### config.mk
export PLATFORM = sky130hd
export DESIGN_NAME = sad_matrix
export DESIGN_NICKNAME = d
export VERILOG_FILES = /design/src/rtl/sad_matrix.v /design/src/rtl/sad_slave_decode.v
export VERILOG_INCLUDE_DIRS = /design/src /design/src/common
export SDC_FILE = /design/constraint.sdc
export NUM_CORES = 1
export LEC_CHECK = 0
export BUFFER_PORTS_ARGS = -buffer_cell sky130_fd_sc_hd__buf_2
export CAP_MARGIN = 25
export CORE_AREA = 5 5 153 169
export DETAILED_ROUTE_END_ITERATION = 6
export DIE_AREA = 0 0 158 174
export PLACE_DENSITY = 0.88
export SYNTH_ARGS = -nofsm -noshare
export SYNTH_HDL_FRONTEND = slang
export SYNTH_SLANG_ARGS = --single-unit
### constraint.sdc
create_clock -name i_clk -period 5.37 [get_ports i_clk]
set_clock_uncertainty 0.1 [all_clocks]
set_input_delay 0.8055 -clock i_clk [delete_from_list [all_inputs] [get_ports i_clk]]
set_output_delay 0.8055 -clock i_clk [all_outputs]
set_load 0.01 [all_outputs]
### src/common/sad_map.vh
// address map constants for the secure alias address decoder
`ifndef SAD_MAP_VH
`define SAD_MAP_VH

`define SAD_SEC_BIT        28
`define SAD_DATA_BASE      32'h2000_0000
`define SAD_NSC_REGIONS    4
`define SAD_NSLAVE         11
`define SAD_SLV_W          4

// slave port codes, one per decoded target
`define SAD_SLV_FLASH      4'h0
`define SAD_SLV_BROM       4'h1
`define SAD_SLV_SRAMX      4'h2
`define SAD_SLV_SRAM0      4'h3
`define SAD_SLV_SRAM1      4'h4
`define SAD_SLV_SRAM2      4'h5
`define SAD_SLV_SRAM3      4'h6
`define SAD_SLV_APB        4'h7
`define SAD_SLV_AHB0       4'h8
`define SAD_SLV_AHB1       4'h9
`define SAD_SLV_AHB2       4'hA
`define SAD_SLV_NONE       4'hF

// non-secure views with bit 28 cleared: base and end of each target
`define SAD_FLASH_LO       32'h0000_0000
`define SAD_FLASH_HI       32'h0003_FFFF
`define SAD_BROM_LO        32'h0300_0000
`define SAD_BROM_HI        32'h0301_FFFF
`define SAD_SRAMX_LO       32'h0400_0000
`define SAD_SRAMX_HI       32'h0400_3FFF
`define SAD_SRAM0_LO       32'h2000_0000
`define SAD_SRAM0_HI       32'h2000_7FFF
`define SAD_SRAM1_LO       32'h2000_8000
`define SAD_SRAM1_HI       32'h2000_BFFF
`define SAD_SRAM2_LO       32'h2000_C000
`define SAD_SRAM2_HI       32'h2000_FFFF
`define SAD_SRAM3_LO       32'h2001_0000
`define SAD_SRAM3_HI       32'h2001_3FFF
`define SAD_APB_LO         32'h4000_0000
`define SAD_APB_HI         32'h4003_FFFF
`define SAD_AHB0_LO        32'h4008_0000
`define SAD_AHB0_HI        32'h4008_FFFF
`define SAD_AHB1_LO        32'h4009_0000
`define SAD_AHB1_HI        32'h4009_FFFF
`define SAD_AHB2_LO        32'h400A_0000
`define SAD_AHB2_HI        32'h400A_FFFF

`endif

### src/rtl/sad_matrix.v
// address decoder and per-slave arbiter for a two-master secure-alias bus matrix
// Overview of operation
// - code-region addresses up to 0x1FFFFFFF go out on the code bus.
// - addresses from 0x20000000 to the top go out on the system bus.
// - address bit 28 marks an access secure when set, non-secure when clear.
// - slave selection ignores bit 28, so every location answers at two addresses.
// - secure base is non-secure base with bit 28 set; both reach one slave.
// - first 256 MB is non-secure code memory; next 256 MB the same, secure.
// - data SRAM at 0x20000000 non-secure, at 0x30000000 secure.
// - peripherals at 0x40000000 non-secure and at 0x50000000 secure.
// - masters on different slave ports proceed together; same port is arbitrated.
// - permission, including non-secure callable, comes from separate attribution input.
// - attribution may mark chosen secure sub-areas non-secure callable.
//
// timing in brief: a grant is combinational in the request cycle, while the
// port select, owner, error, bus and view answers are registered and stand
// for exactly one cycle after the edge that took the request.
// a master that loses a tie must hold its request and address; round robin
// per port hands it the next cycle, so the wait is never longer than one.
// an unmapped or refused access is granted at once and answered with an
// error, so a stray pointer costs one cycle instead of a hung master.
// bit 28 is stripped before the range match, which is why the alias view
// needs no second copy of the address table.
// the callable flags stay combinational: the attribution logic judges the
// address in the cycle it is presented, and a register would make it late.
// permission is never decided here; the allow inputs only steer the error path.
// limitation: two masters only; a third layer needs a wider priority scheme.
// limitation: the reserved top of flash is decoded like the rest of flash,
// keeping off it is the masters' duty.
`timescale 1ns/10ps
`default_nettype none
`include "sad_map.vh"

module sad_matrix (
	input  wire                          i_clk,
	input  wire                          i_rst_b,
	// master 0 request and answer
	input  wire                          i_m0_req,
	input  wire [31:0]                   i_m0_addr,
	output wire                          o_m0_gnt,
	output reg                           o_m0_err,
	output reg                           o_m0_code_bus,
	output reg                           o_m0_secure,
	// master 1 request and answer
	input  wire                          i_m1_req,
	input  wire [31:0]                   i_m1_addr,
	output wire                          o_m1_gnt,
	output reg                           o_m1_err,
	output reg                           o_m1_code_bus,
	output reg                           o_m1_secure,
	// attribution verdict for each master, from separate logic
	input  wire                          i_m0_allow,
	input  wire                          i_m1_allow,
	// non-secure callable windows, from the attribution logic
	input  wire [`SAD_NSC_REGIONS*32-1:0] i_nsc_base,
	input  wire [`SAD_NSC_REGIONS*32-1:0] i_nsc_limit,
	input  wire [`SAD_NSC_REGIONS-1:0]    i_nsc_en,
	output wire                          o_m0_nsc,
	output wire                          o_m1_nsc,
	// slave side: one select per port and the owning master
	output reg  [`SAD_NSLAVE-1:0]        o_slv_sel,
	output reg  [`SAD_NSLAVE-1:0]        o_slv_owner
);

	// per-master decode results
	wire                  m0_code;
	wire                  m1_code;
	wire                  m0_sec;
	wire                  m1_sec;
	wire [`SAD_SLV_W-1:0] m0_slv;
	wire [`SAD_SLV_W-1:0] m1_slv;
	// arbitration state and per-port request vectors
	reg  [`SAD_NSLAVE-1:0] prio;   // per slave: 1 means master 1 wins next tie
	wire [`SAD_NSLAVE-1:0] req0;
	wire [`SAD_NSLAVE-1:0] req1;
	wire [`SAD_NSLAVE-1:0] win0;
	wire [`SAD_NSLAVE-1:0] win1;
	// callable hits and failure terms
	wire [`SAD_NSC_REGIONS-1:0] hit0;
	wire [`SAD_NSC_REGIONS-1:0] hit1;
	wire                  m0_unmapped;
	wire                  m1_unmapped;
	wire                  m0_fail;
	wire                  m1_fail;
	// next-state terms
	wire [`SAD_NSLAVE-1:0] contend;      // both masters want the same port
	wire [`SAD_NSLAVE-1:0] next_prio;
	wire [`SAD_NSLAVE-1:0] next_sel;
	wire [`SAD_NSLAVE-1:0] next_owner;
	reg                   next_m0_err;
	reg                   next_m1_err;
	reg                   next_m0_code;
	reg                   next_m1_code;
	reg                   next_m0_sec;
	reg                   next_m1_sec;

	// master 0 layer: bus, view and port decode, all combinational
	sad_slave_decode u_dec0 (
		.i_addr     (i_m0_addr),
		.o_code_bus (m0_code),
		.o_secure   (m0_sec),
		.o_slave    (m0_slv)
	);

	// master 1 layer, an identical copy so the layers never share a decoder
	sad_slave_decode u_dec1 (
		.i_addr     (i_m1_addr),
		.o_code_bus (m1_code),
		.o_secure   (m1_sec),
		.o_slave    (m1_slv)
	);

	// an address that no port claims is answered on the error path
	assign m0_unmapped = (m0_slv == `SAD_SLV_NONE);
	assign m1_unmapped = (m1_slv == `SAD_SLV_NONE);

	// the decoder never judges permission; that verdict arrives from outside
	assign m0_fail     = m0_unmapped | ~i_m0_allow;
	assign m1_fail     = m1_unmapped | ~i_m1_allow;

	// callable windows only apply inside the secure view
	genvar g;
	generate
		for (g = 0; g < `SAD_NSC_REGIONS; g = g + 1) begin : g_nsc
			// bounds are inclusive at both ends; a window whose limit lies
			// below its base never hits, so an unused entry can be parked
			assign hit0[g] = i_nsc_en[g] & m0_sec &
				(i_m0_addr >= i_nsc_base[g*32 +: 32]) &
				(i_m0_addr <= i_nsc_limit[g*32 +: 32]);
			assign hit1[g] = i_nsc_en[g] & m1_sec &
				(i_m1_addr >= i_nsc_base[g*32 +: 32]) &
				(i_m1_addr <= i_nsc_limit[g*32 +: 32]);
		end
	endgenerate
	assign o_m0_nsc = |hit0;
	assign o_m1_nsc = |hit1;

	// per-port arbitration; different ports never block each other
	generate
		for (g = 0; g < `SAD_NSLAVE; g = g + 1) begin : g_arb
			// a request reaches a port only when it decodes there and is permitted
			assign req0[g]       = i_m0_req & ~m0_fail & (m0_slv == g);
			assign req1[g]       = i_m1_req & ~m1_fail & (m1_slv == g);
			assign contend[g]    = req0[g] & req1[g];
			// a lone requester always wins; a tie goes where prio points
			assign win0[g]       = req0[g] & (~req1[g] | ~prio[g]);
			assign win1[g]       = req1[g] & (~req0[g] | prio[g]);
			// the tie loser goes first next time, so neither master starves
			assign next_prio[g]  = prio[g] ^ contend[g];
			assign next_sel[g]   = win0[g] | win1[g];
			assign next_owner[g] = win1[g];
		end
	endgenerate

	// error requests are granted at once so a bad address never hangs a master
	assign o_m0_gnt = i_m0_req & (m0_fail | (|win0));
	assign o_m1_gnt = i_m1_req & (m1_fail | (|win1));

	// master 0 answer terms; an error is owed for every failing request,
	// since a failing request is always granted
	always @* begin
		next_m0_err  = i_m0_req & m0_fail;
		next_m0_code = m0_code;
		next_m0_sec  = m0_sec;
	end

	// master 1 answer terms, built the same way as master 0
	always @* begin
		next_m1_err  = i_m1_req & m1_fail;
		next_m1_code = m1_code;
		next_m1_sec  = m1_sec;
	end

	// tie-break state, one bit per port; reset hands master 0 the first tie
	always @(posedge i_clk or negedge i_rst_b) begin
		if (!i_rst_b) begin
			prio <= {`SAD_NSLAVE{1'b0}};
		end else begin
			prio <= next_prio;
		end
	end

	// slave side: select and owner answer one cycle after the grant edge
	always @(posedge i_clk or negedge i_rst_b) begin
		if (!i_rst_b) begin
			o_slv_sel   <= {`SAD_NSLAVE{1'b0}};
			o_slv_owner <= {`SAD_NSLAVE{1'b0}};
		end else begin
			// owner is only meaningful where the matching select bit is set
			o_slv_sel   <= next_sel;
			o_slv_owner <= next_owner;
		end
	end

	// master 0 answers, recomputed every edge so each stands one cycle
	always @(posedge i_clk or negedge i_rst_b) begin
		if (!i_rst_b) begin
			o_m0_err      <= 1'b0;
			o_m0_code_bus <= 1'b0;
			o_m0_secure   <= 1'b0;
		end else begin
			// bus and view follow the address even in a cycle without a request
			o_m0_err      <= next_m0_err;
			o_m0_code_bus <= next_m0_code;
			o_m0_secure   <= next_m0_sec;
		end
	end

	// master 1 answers, recomputed every edge so each stands one cycle
	always @(posedge i_clk or negedge i_rst_b) begin
		if (!i_rst_b) begin
			o_m1_err      <= 1'b0;
			o_m1_code_bus <= 1'b0;
			o_m1_secure   <= 1'b0;
		end else begin
			// bus and view follow the address even in a cycle without a request
			o_m1_err      <= next_m1_err;
			o_m1_code_bus <= next_m1_code;
			o_m1_secure   <= next_m1_sec;
		end
	end

endmodule
`default_nettype wire

### src/rtl/sad_slave_decode.v
// one master layer: bus choice, security view and slave select for one address
`timescale 1ns/10ps
`default_nettype none
`include "sad_map.vh"

module sad_slave_decode (
	input  wire [31:0]               i_addr,
	output reg                       o_code_bus,
	output reg                       o_secure,
	output reg  [`SAD_SLV_W-1:0]     o_slave
);

	reg [31:0] phys;

	// bit 28 picks the view only; the select below never looks at it
	always @* begin
		o_code_bus = (i_addr < `SAD_DATA_BASE);
		o_secure   = i_addr[`SAD_SEC_BIT];
		phys       = i_addr & ~(32'h0000_0001 << `SAD_SEC_BIT);
		if (phys <= `SAD_FLASH_HI)
			o_slave = `SAD_SLV_FLASH;
		else if (phys >= `SAD_BROM_LO && phys <= `SAD_BROM_HI)
			o_slave = `SAD_SLV_BROM;
		else if (phys >= `SAD_SRAMX_LO && phys <= `SAD_SRAMX_HI)
			o_slave = `SAD_SLV_SRAMX;
		else if (phys >= `SAD_SRAM0_LO && phys <= `SAD_SRAM0_HI)
			o_slave = `SAD_SLV_SRAM0;
		else if (phys >= `SAD_SRAM1_LO && phys <= `SAD_SRAM1_HI)
			o_slave = `SAD_SLV_SRAM1;
		else if (phys >= `SAD_SRAM2_LO && phys <= `SAD_SRAM2_HI)
			o_slave = `SAD_SLV_SRAM2;
		else if (phys >= `SAD_SRAM3_LO && phys <= `SAD_SRAM3_HI)
			o_slave = `SAD_SLV_SRAM3;
		else if (phys >= `SAD_APB_LO && phys <= `SAD_APB_HI)
			o_slave = `SAD_SLV_APB;
		else if (phys >= `SAD_AHB0_LO && phys <= `SAD_AHB0_HI)
			o_slave = `SAD_SLV_AHB0;
		else if (phys >= `SAD_AHB1_LO && phys <= `SAD_AHB1_HI)
			o_slave = `SAD_SLV_AHB1;
		else if (phys >= `SAD_AHB2_LO && phys <= `SAD_AHB2_HI)
			o_slave = `SAD_SLV_AHB2;
		else
			o_slave = `SAD_SLV_NONE;
	end

endmodule
`default_nettype wire
# After elaboration in Yosys (flattened, before gate mapping)
# Index checks and enable logic that the tools add are counted.
[word_totals]
ramBits = 0
mem_bits_ro = 0
regBits = 39
latchBits = 0
memories = 0
elab_cells = 309
input_bits = 330
[classes]
n_mux = 22
eq_ne = 22
add_sub_neg = 0
multipliers = 0
div_mod_pow = 0
order_cmp = 60
reduce_logical = 26
shifts = 0
bitwise_logic = 170
[ops]
columns = ["op", "n"]
rows = [
  [">= comparator 32 x 30 -> 1 bit, second input constant", 8],
  [">= comparator 32 x 31 -> 1 bit, second input constant", 8],
  [">= comparator 32 bit", 8],
  ["less-or-equal comparator 32 x 30 -> 1 bit, second input constant", 8],
  ["less-or-equal comparator 32 x 31 -> 1 bit, second input constant", 8],
  ["less-or-equal comparator 32 bit", 8],
  ["bitwise AND 1 bit", 85],
  ["two-way mux 4 bit", 20],
  [">= comparator 32 x 26 -> 1 bit, second input constant", 2],
  [">= comparator 32 x 27 -> 1 bit, second input constant", 2],
  ["less-or-equal comparator 32 x 18 -> 1 bit, second input constant", 2],
  ["less-or-equal comparator 32 x 26 -> 1 bit, second input constant", 2],
  ["less-or-equal comparator 32 x 27 -> 1 bit, second input constant", 2],
  ["< comparator 32 x 30 -> 1 bit, second input constant", 2],
  ["inverter 1 bit", 37],
  ["bitwise OR 1 bit", 37],
  ["== test 4 x 3 -> 1 bit, second input constant", 8],
  ["== test 4 bit, second input constant", 8],
  ["OR reduction 11 bit", 2],
  ["logical AND 1 bit", 20],
  ["== test 4 x 2 -> 1 bit, second input constant", 4],
  ["bitwise XOR 1 bit", 11],
  ["== test 4 x 1 -> 1 bit, second input constant", 2],
  ["zero test 4 bit", 2],
  ["other kinds (2)", 4],
]

# Depth between registers and ports, before layout
[logic_depth]
ltp_word = 24
mapped_depth = 11

# Hierarchy
# From an unflattened synthesis, not the netlist that was laid out.
[hier_totals]
cells_unflattened = 1813
hier_area_um2 = 13870.8
[modules_own_cells]
columns = ["mod", "cells_each", "seq_area_each_um2", "area_per_inst_um2", "instances"]
rows = [
  ["sad_matrix", 1728, 975.9, 13340.3, 1],
  ["sad_slave_decode at u_dec0", 42, 0.0, 286.5, 1],
  ["sad_slave_decode at u_dec1", 43, 0.0, 244.0, 1],
]

# Worst setup path after synthesis
# Ideal clock, no wire load.
[synth_path]
path_kind = "input-to-output"
startpoint = "in i_m0_addr[0]"
endpoint = "out o_m0_nsc"
stages = 11
arrival_time_ns = 2.785
slack_ns = 1.679
path_buffers = 0
cell_sequence = "inv_1 > ha_1 > nand2b_1 > a21o_1 > a211oi_1 > o21bai_1 > a2111oi_0 > o211ai_1 > a41o_1 > o2111ai_1 > o2111ai_1"
[synth_between]
elab_chain_len = 4
word_cells_on_any_way = 17
[synth_rtl]
columns = ["item", "line", "rtl"]
rows = [
  ["start: declaration", "sad_matrix.v:39", "input wire [31:0] i_m0_addr,"],
  [">= comparator 32 bit", "sad_matrix.v:128", "(i_m0_addr >= i_nsc_base[g*32 +: 32]) &"],
  ["bitwise AND 1 bit", "sad_matrix.v:127", "assign hit0[g] = i_nsc_en[g] & m0_sec &"],
  ["bitwise AND 1 bit", "sad_matrix.v:128", ""],
  ["OR reduction 4 bit *", "sad_matrix.v:135", "assign o_m0_nsc = |hit0;"],
  ["end: declaration", "sad_matrix.v:58", "output wire o_m0_nsc,"],
]
# Mark *: on every way between the ends. The rest lies on a longest branch, timed or not.

# Worst setup path after layout
# Same ends and word-level chain as after synthesis.

==> flow_metrics.py <==
metrics = {
    "yosys": {
        "ys_ff_latch": 39,
        "syn-num-nets": 2636,
        "synth_cell_types": 67,
        "syn_inst": 1794,
        "avgSynthCellArea_um2": 7.85,
        "synth_top_area_share_pct": 45.5,
        "synth_area_um2": 14100,
        "synthArstFlopShare_pct": 100,
        "yosys.area.top_type": "ha_1",
        "synth_edf_count": 0,
        "yosys_warnings": 0,
        "seq_area_frac_synth_pct": 6.93,
        "yosys_most_used_dff": "dfrtp_1",
        "ys_top_cells_by_area": "ha_1 45%, inv_1 7.1%, dfrtp_1 6.9%",
    },
    "setup_path": {
        "r2r_setup_slack_ns": 4.39,
        "criticalPathCategory": "in -> out",
        "arrival_ns": 4.20,
        "critPathSlowestCell": "a2111oi_0",
        "setup.worst_path.end_class": "output pin",
        "critical_path_required_ns": 4.46,
        "max_stage_delay_ns": 0.90,
        "crit_fanout": 8,
        "path_cells": "buf_2 > inv_1 > ha_1 > nand2b_1 > a21o_1 > a211oi_1 > o21bai_1 > a2111oi_0 > o211ai_1 > a41o_1 > o2111ai_1 > o2111ai_1 > buf_2",
        "start_kind": "primary input",
    },
    "floorplan": {
        "start_util_pct": 58.5,
        "core-area_um2": 24100,
        "die_x_um": 158,
        "die_h_um": 174,
        "rows": 60,
        "design.die.area_um2": 27500,
        "io_pins": 362,
    },
    "routing": {
        "vias": 15700,
        "post_drt_wl_per_cell_um": 22.3,
        "drtAntennaViolNets": 0,
        "drc": 7,
        "drtIter0Drc": 1098,
        "finalWirelength_mm": 55.1,
        "viasPerCell": 6.35,
        "first_pass_iters": 7,
    },
    "clock_tree": {
        "cts_setup_buffers": 0,
        "cts.sinks": 39,
        "root_buffer": "clkbuf_16",
        "clk_latency_ns": 0.28,
        "cts_buffers": 5,
        "clk_pin_slew_ns": 0.06,
        "postCtsHoldBufs": 0,
        "post_cts_resized": 0,
        "clock_path_buffers": 2,
        "htreeDepth": 2,
        "cts_tree": "yes",
    },
    "timing": {
        "period_share_pct": 95.1,
        "slew_headroom_pct": 32.7,
        "max_clock_freq_mhz": 196,
        "hold_viol": 0,
        "grt_setup_unrepaired": "false",
        "tightest_slew_ns": 0.984,
        "hold_slack_ns": 0.400,
        "fin_crit_ns": 5.11,
        "finalSetupTns_ns": 0,
        "finalSetupViolations": 0,
        "drv_slew": 0,
    },
    "grt": {
        "overflow": 0,
        "antenna_found_initial": 1,
        "grt_pass1_vias": 15700,
        "grt_max_degree": 40,
        "track_usage_pct": 38.3,
        "grt_pass1_wl_mm": 83.7,
    },
    "cells_and_area": {
        "mostFrequentLayoutCells": "512 x ha_1, 361 x buf_2, 265 x inv_1",
        "multi_input_area_um2": 12100,
        "final.fill_count": 2064,
        "drive_gt1_share_pct": 18.1,
        "ff_latch_area_um2": 976,
        "fin_util_pct": 68.3,
        "n_antenna_cell": 0,
        "area_growth_pct": 16.8,
        "fin_nets": 3001,
        "final_common_cell": "ha_1",
    },
    "placement": {
        "gp_congestion": 1.12,
        "hpwl_mm": 47.3,
        "port_buffers": 361,
    },
    "power": {
        "power.density_nw_per_um2": 111,
        "peakVddDrop_uv": 181,
        "p_leak_nw": 9.62,
        "fin_total_pwr_mw": 1.83,
    },
    "outcome": {
        "run_status": "finished, violations left",
        "violations": "design-rule violations",
    },
    "min_path": {
        "hold_path_class": "reg -> reg",
    },
    "job": {
        "drv_cap": 0,
    },
}
## where the power goes
part / switching [mW] / internal, mW / total, mW
clock: 0.117 / 0.219 / 0.336
combinational: 0.709 / 0.486 / 1.19
sequential: 0.000552 / 0.296 / 0.297
total: 0.826 / 1.00 / 1.83
## final cells by class
class / instances / area share [%]
multi-input cells: 1483 / 73.5
flip-flops and latches: 39 / 5.93
well taps: 310 / 2.36
clock inverters: 3 / 0.266
repair buffers: 365 / 11.2
clock buffers: 5 / 0.760
inverters: 265 / 6.05
## synth_stat cells, types with 15 or more instances
master and instances:
a211oi_1 16, dfrtp_1 39, nand3_1 40, nand4_1 90
ha_1 512, nor2b_1 40, nor4_1 15, nor3_1 41
inv_1 265, o21ai_0 118, a21oi_1 139, nand2_1 73
nand2b_1 26, nor2_1 105, a21o_1 89
## final timing paths
kind | startpoint | cells past startpoint | end
setup / recovery | i_m0_addr[0] | 13 | o_m0_nsc
hold / removal | prio[4] | 1 | prio[4]
setup reg to reg | prio[9] | 1 | o_slv_owner[9]
hold reg to reg | prio[4] | 1 | prio[4]
max in group asynchronous | i_rst_b | 1 | o_slv_owner[10]
min in group asynchronous | i_rst_b | 1 | o_slv_owner[3]
## logic make-up (layout without fill, tap and decap cells)
kind of cell / after synthesis / after routing / share of synthesized area [%]
flops: 39 / 39 / 6.93
simple gates: 482 / 482 / 18.2
xor+xnor: 12 / 12 / 0.746
mux: 1 / 1 / 0.0799
buf+inv: 272 / 638 / 7.26
compound gates: 476 / 476 / 21.3
fa+ha+maj: 512 / 512 / 45.5
## stage by stage
step	cell area, µm²	cells	setup slack [ns]
2_1_floorplan	14100	1794	1.68
3_3_place_gp	16300	2462	0.523
3_5_place_dp	16300	2462	0.400
4_1_cts	16500	2470	0.377
5_1_grt	16500	2470	0.296
6_report	16500	2470	0.262
## flip-flops by register name (all words and copies together) (netlist names)
signal,cells
o_slv_sel,11
o_slv_owner,11
o_m1_code_bus,1
o_m1_secure,1
o_m0_secure,1
o_m0_code_bus,1
o_m0_err,1
o_m1_err,1
prio,11
## critical path: cells and delay by family
kind / cells / cell delay [ns]
AOI/OAI and AO/OA: 8 / 2.42
adders and majority gates: 1 / 0.29
buffers and inverters: 3 / 0.54
and+or+nand+nor: 1 / 0.14
## layer usage
layer | vias to the layer above | wire [µm] | global-route usage (%) | part of all wire, %
li1 | 7379 | - | - | -
met1 | 7143 | 21100 | 46.4 | 38
met2 | 916 | 25300 | 64.8 | 46
met3 | 240 | 4970 | 5.60 | 9.0
met4 | 2 | 3720 | 20.3 | 6.8
met5 | - | 7 | 0 | 0.013
No activity file was read; power rests on OpenSTA's default activity.
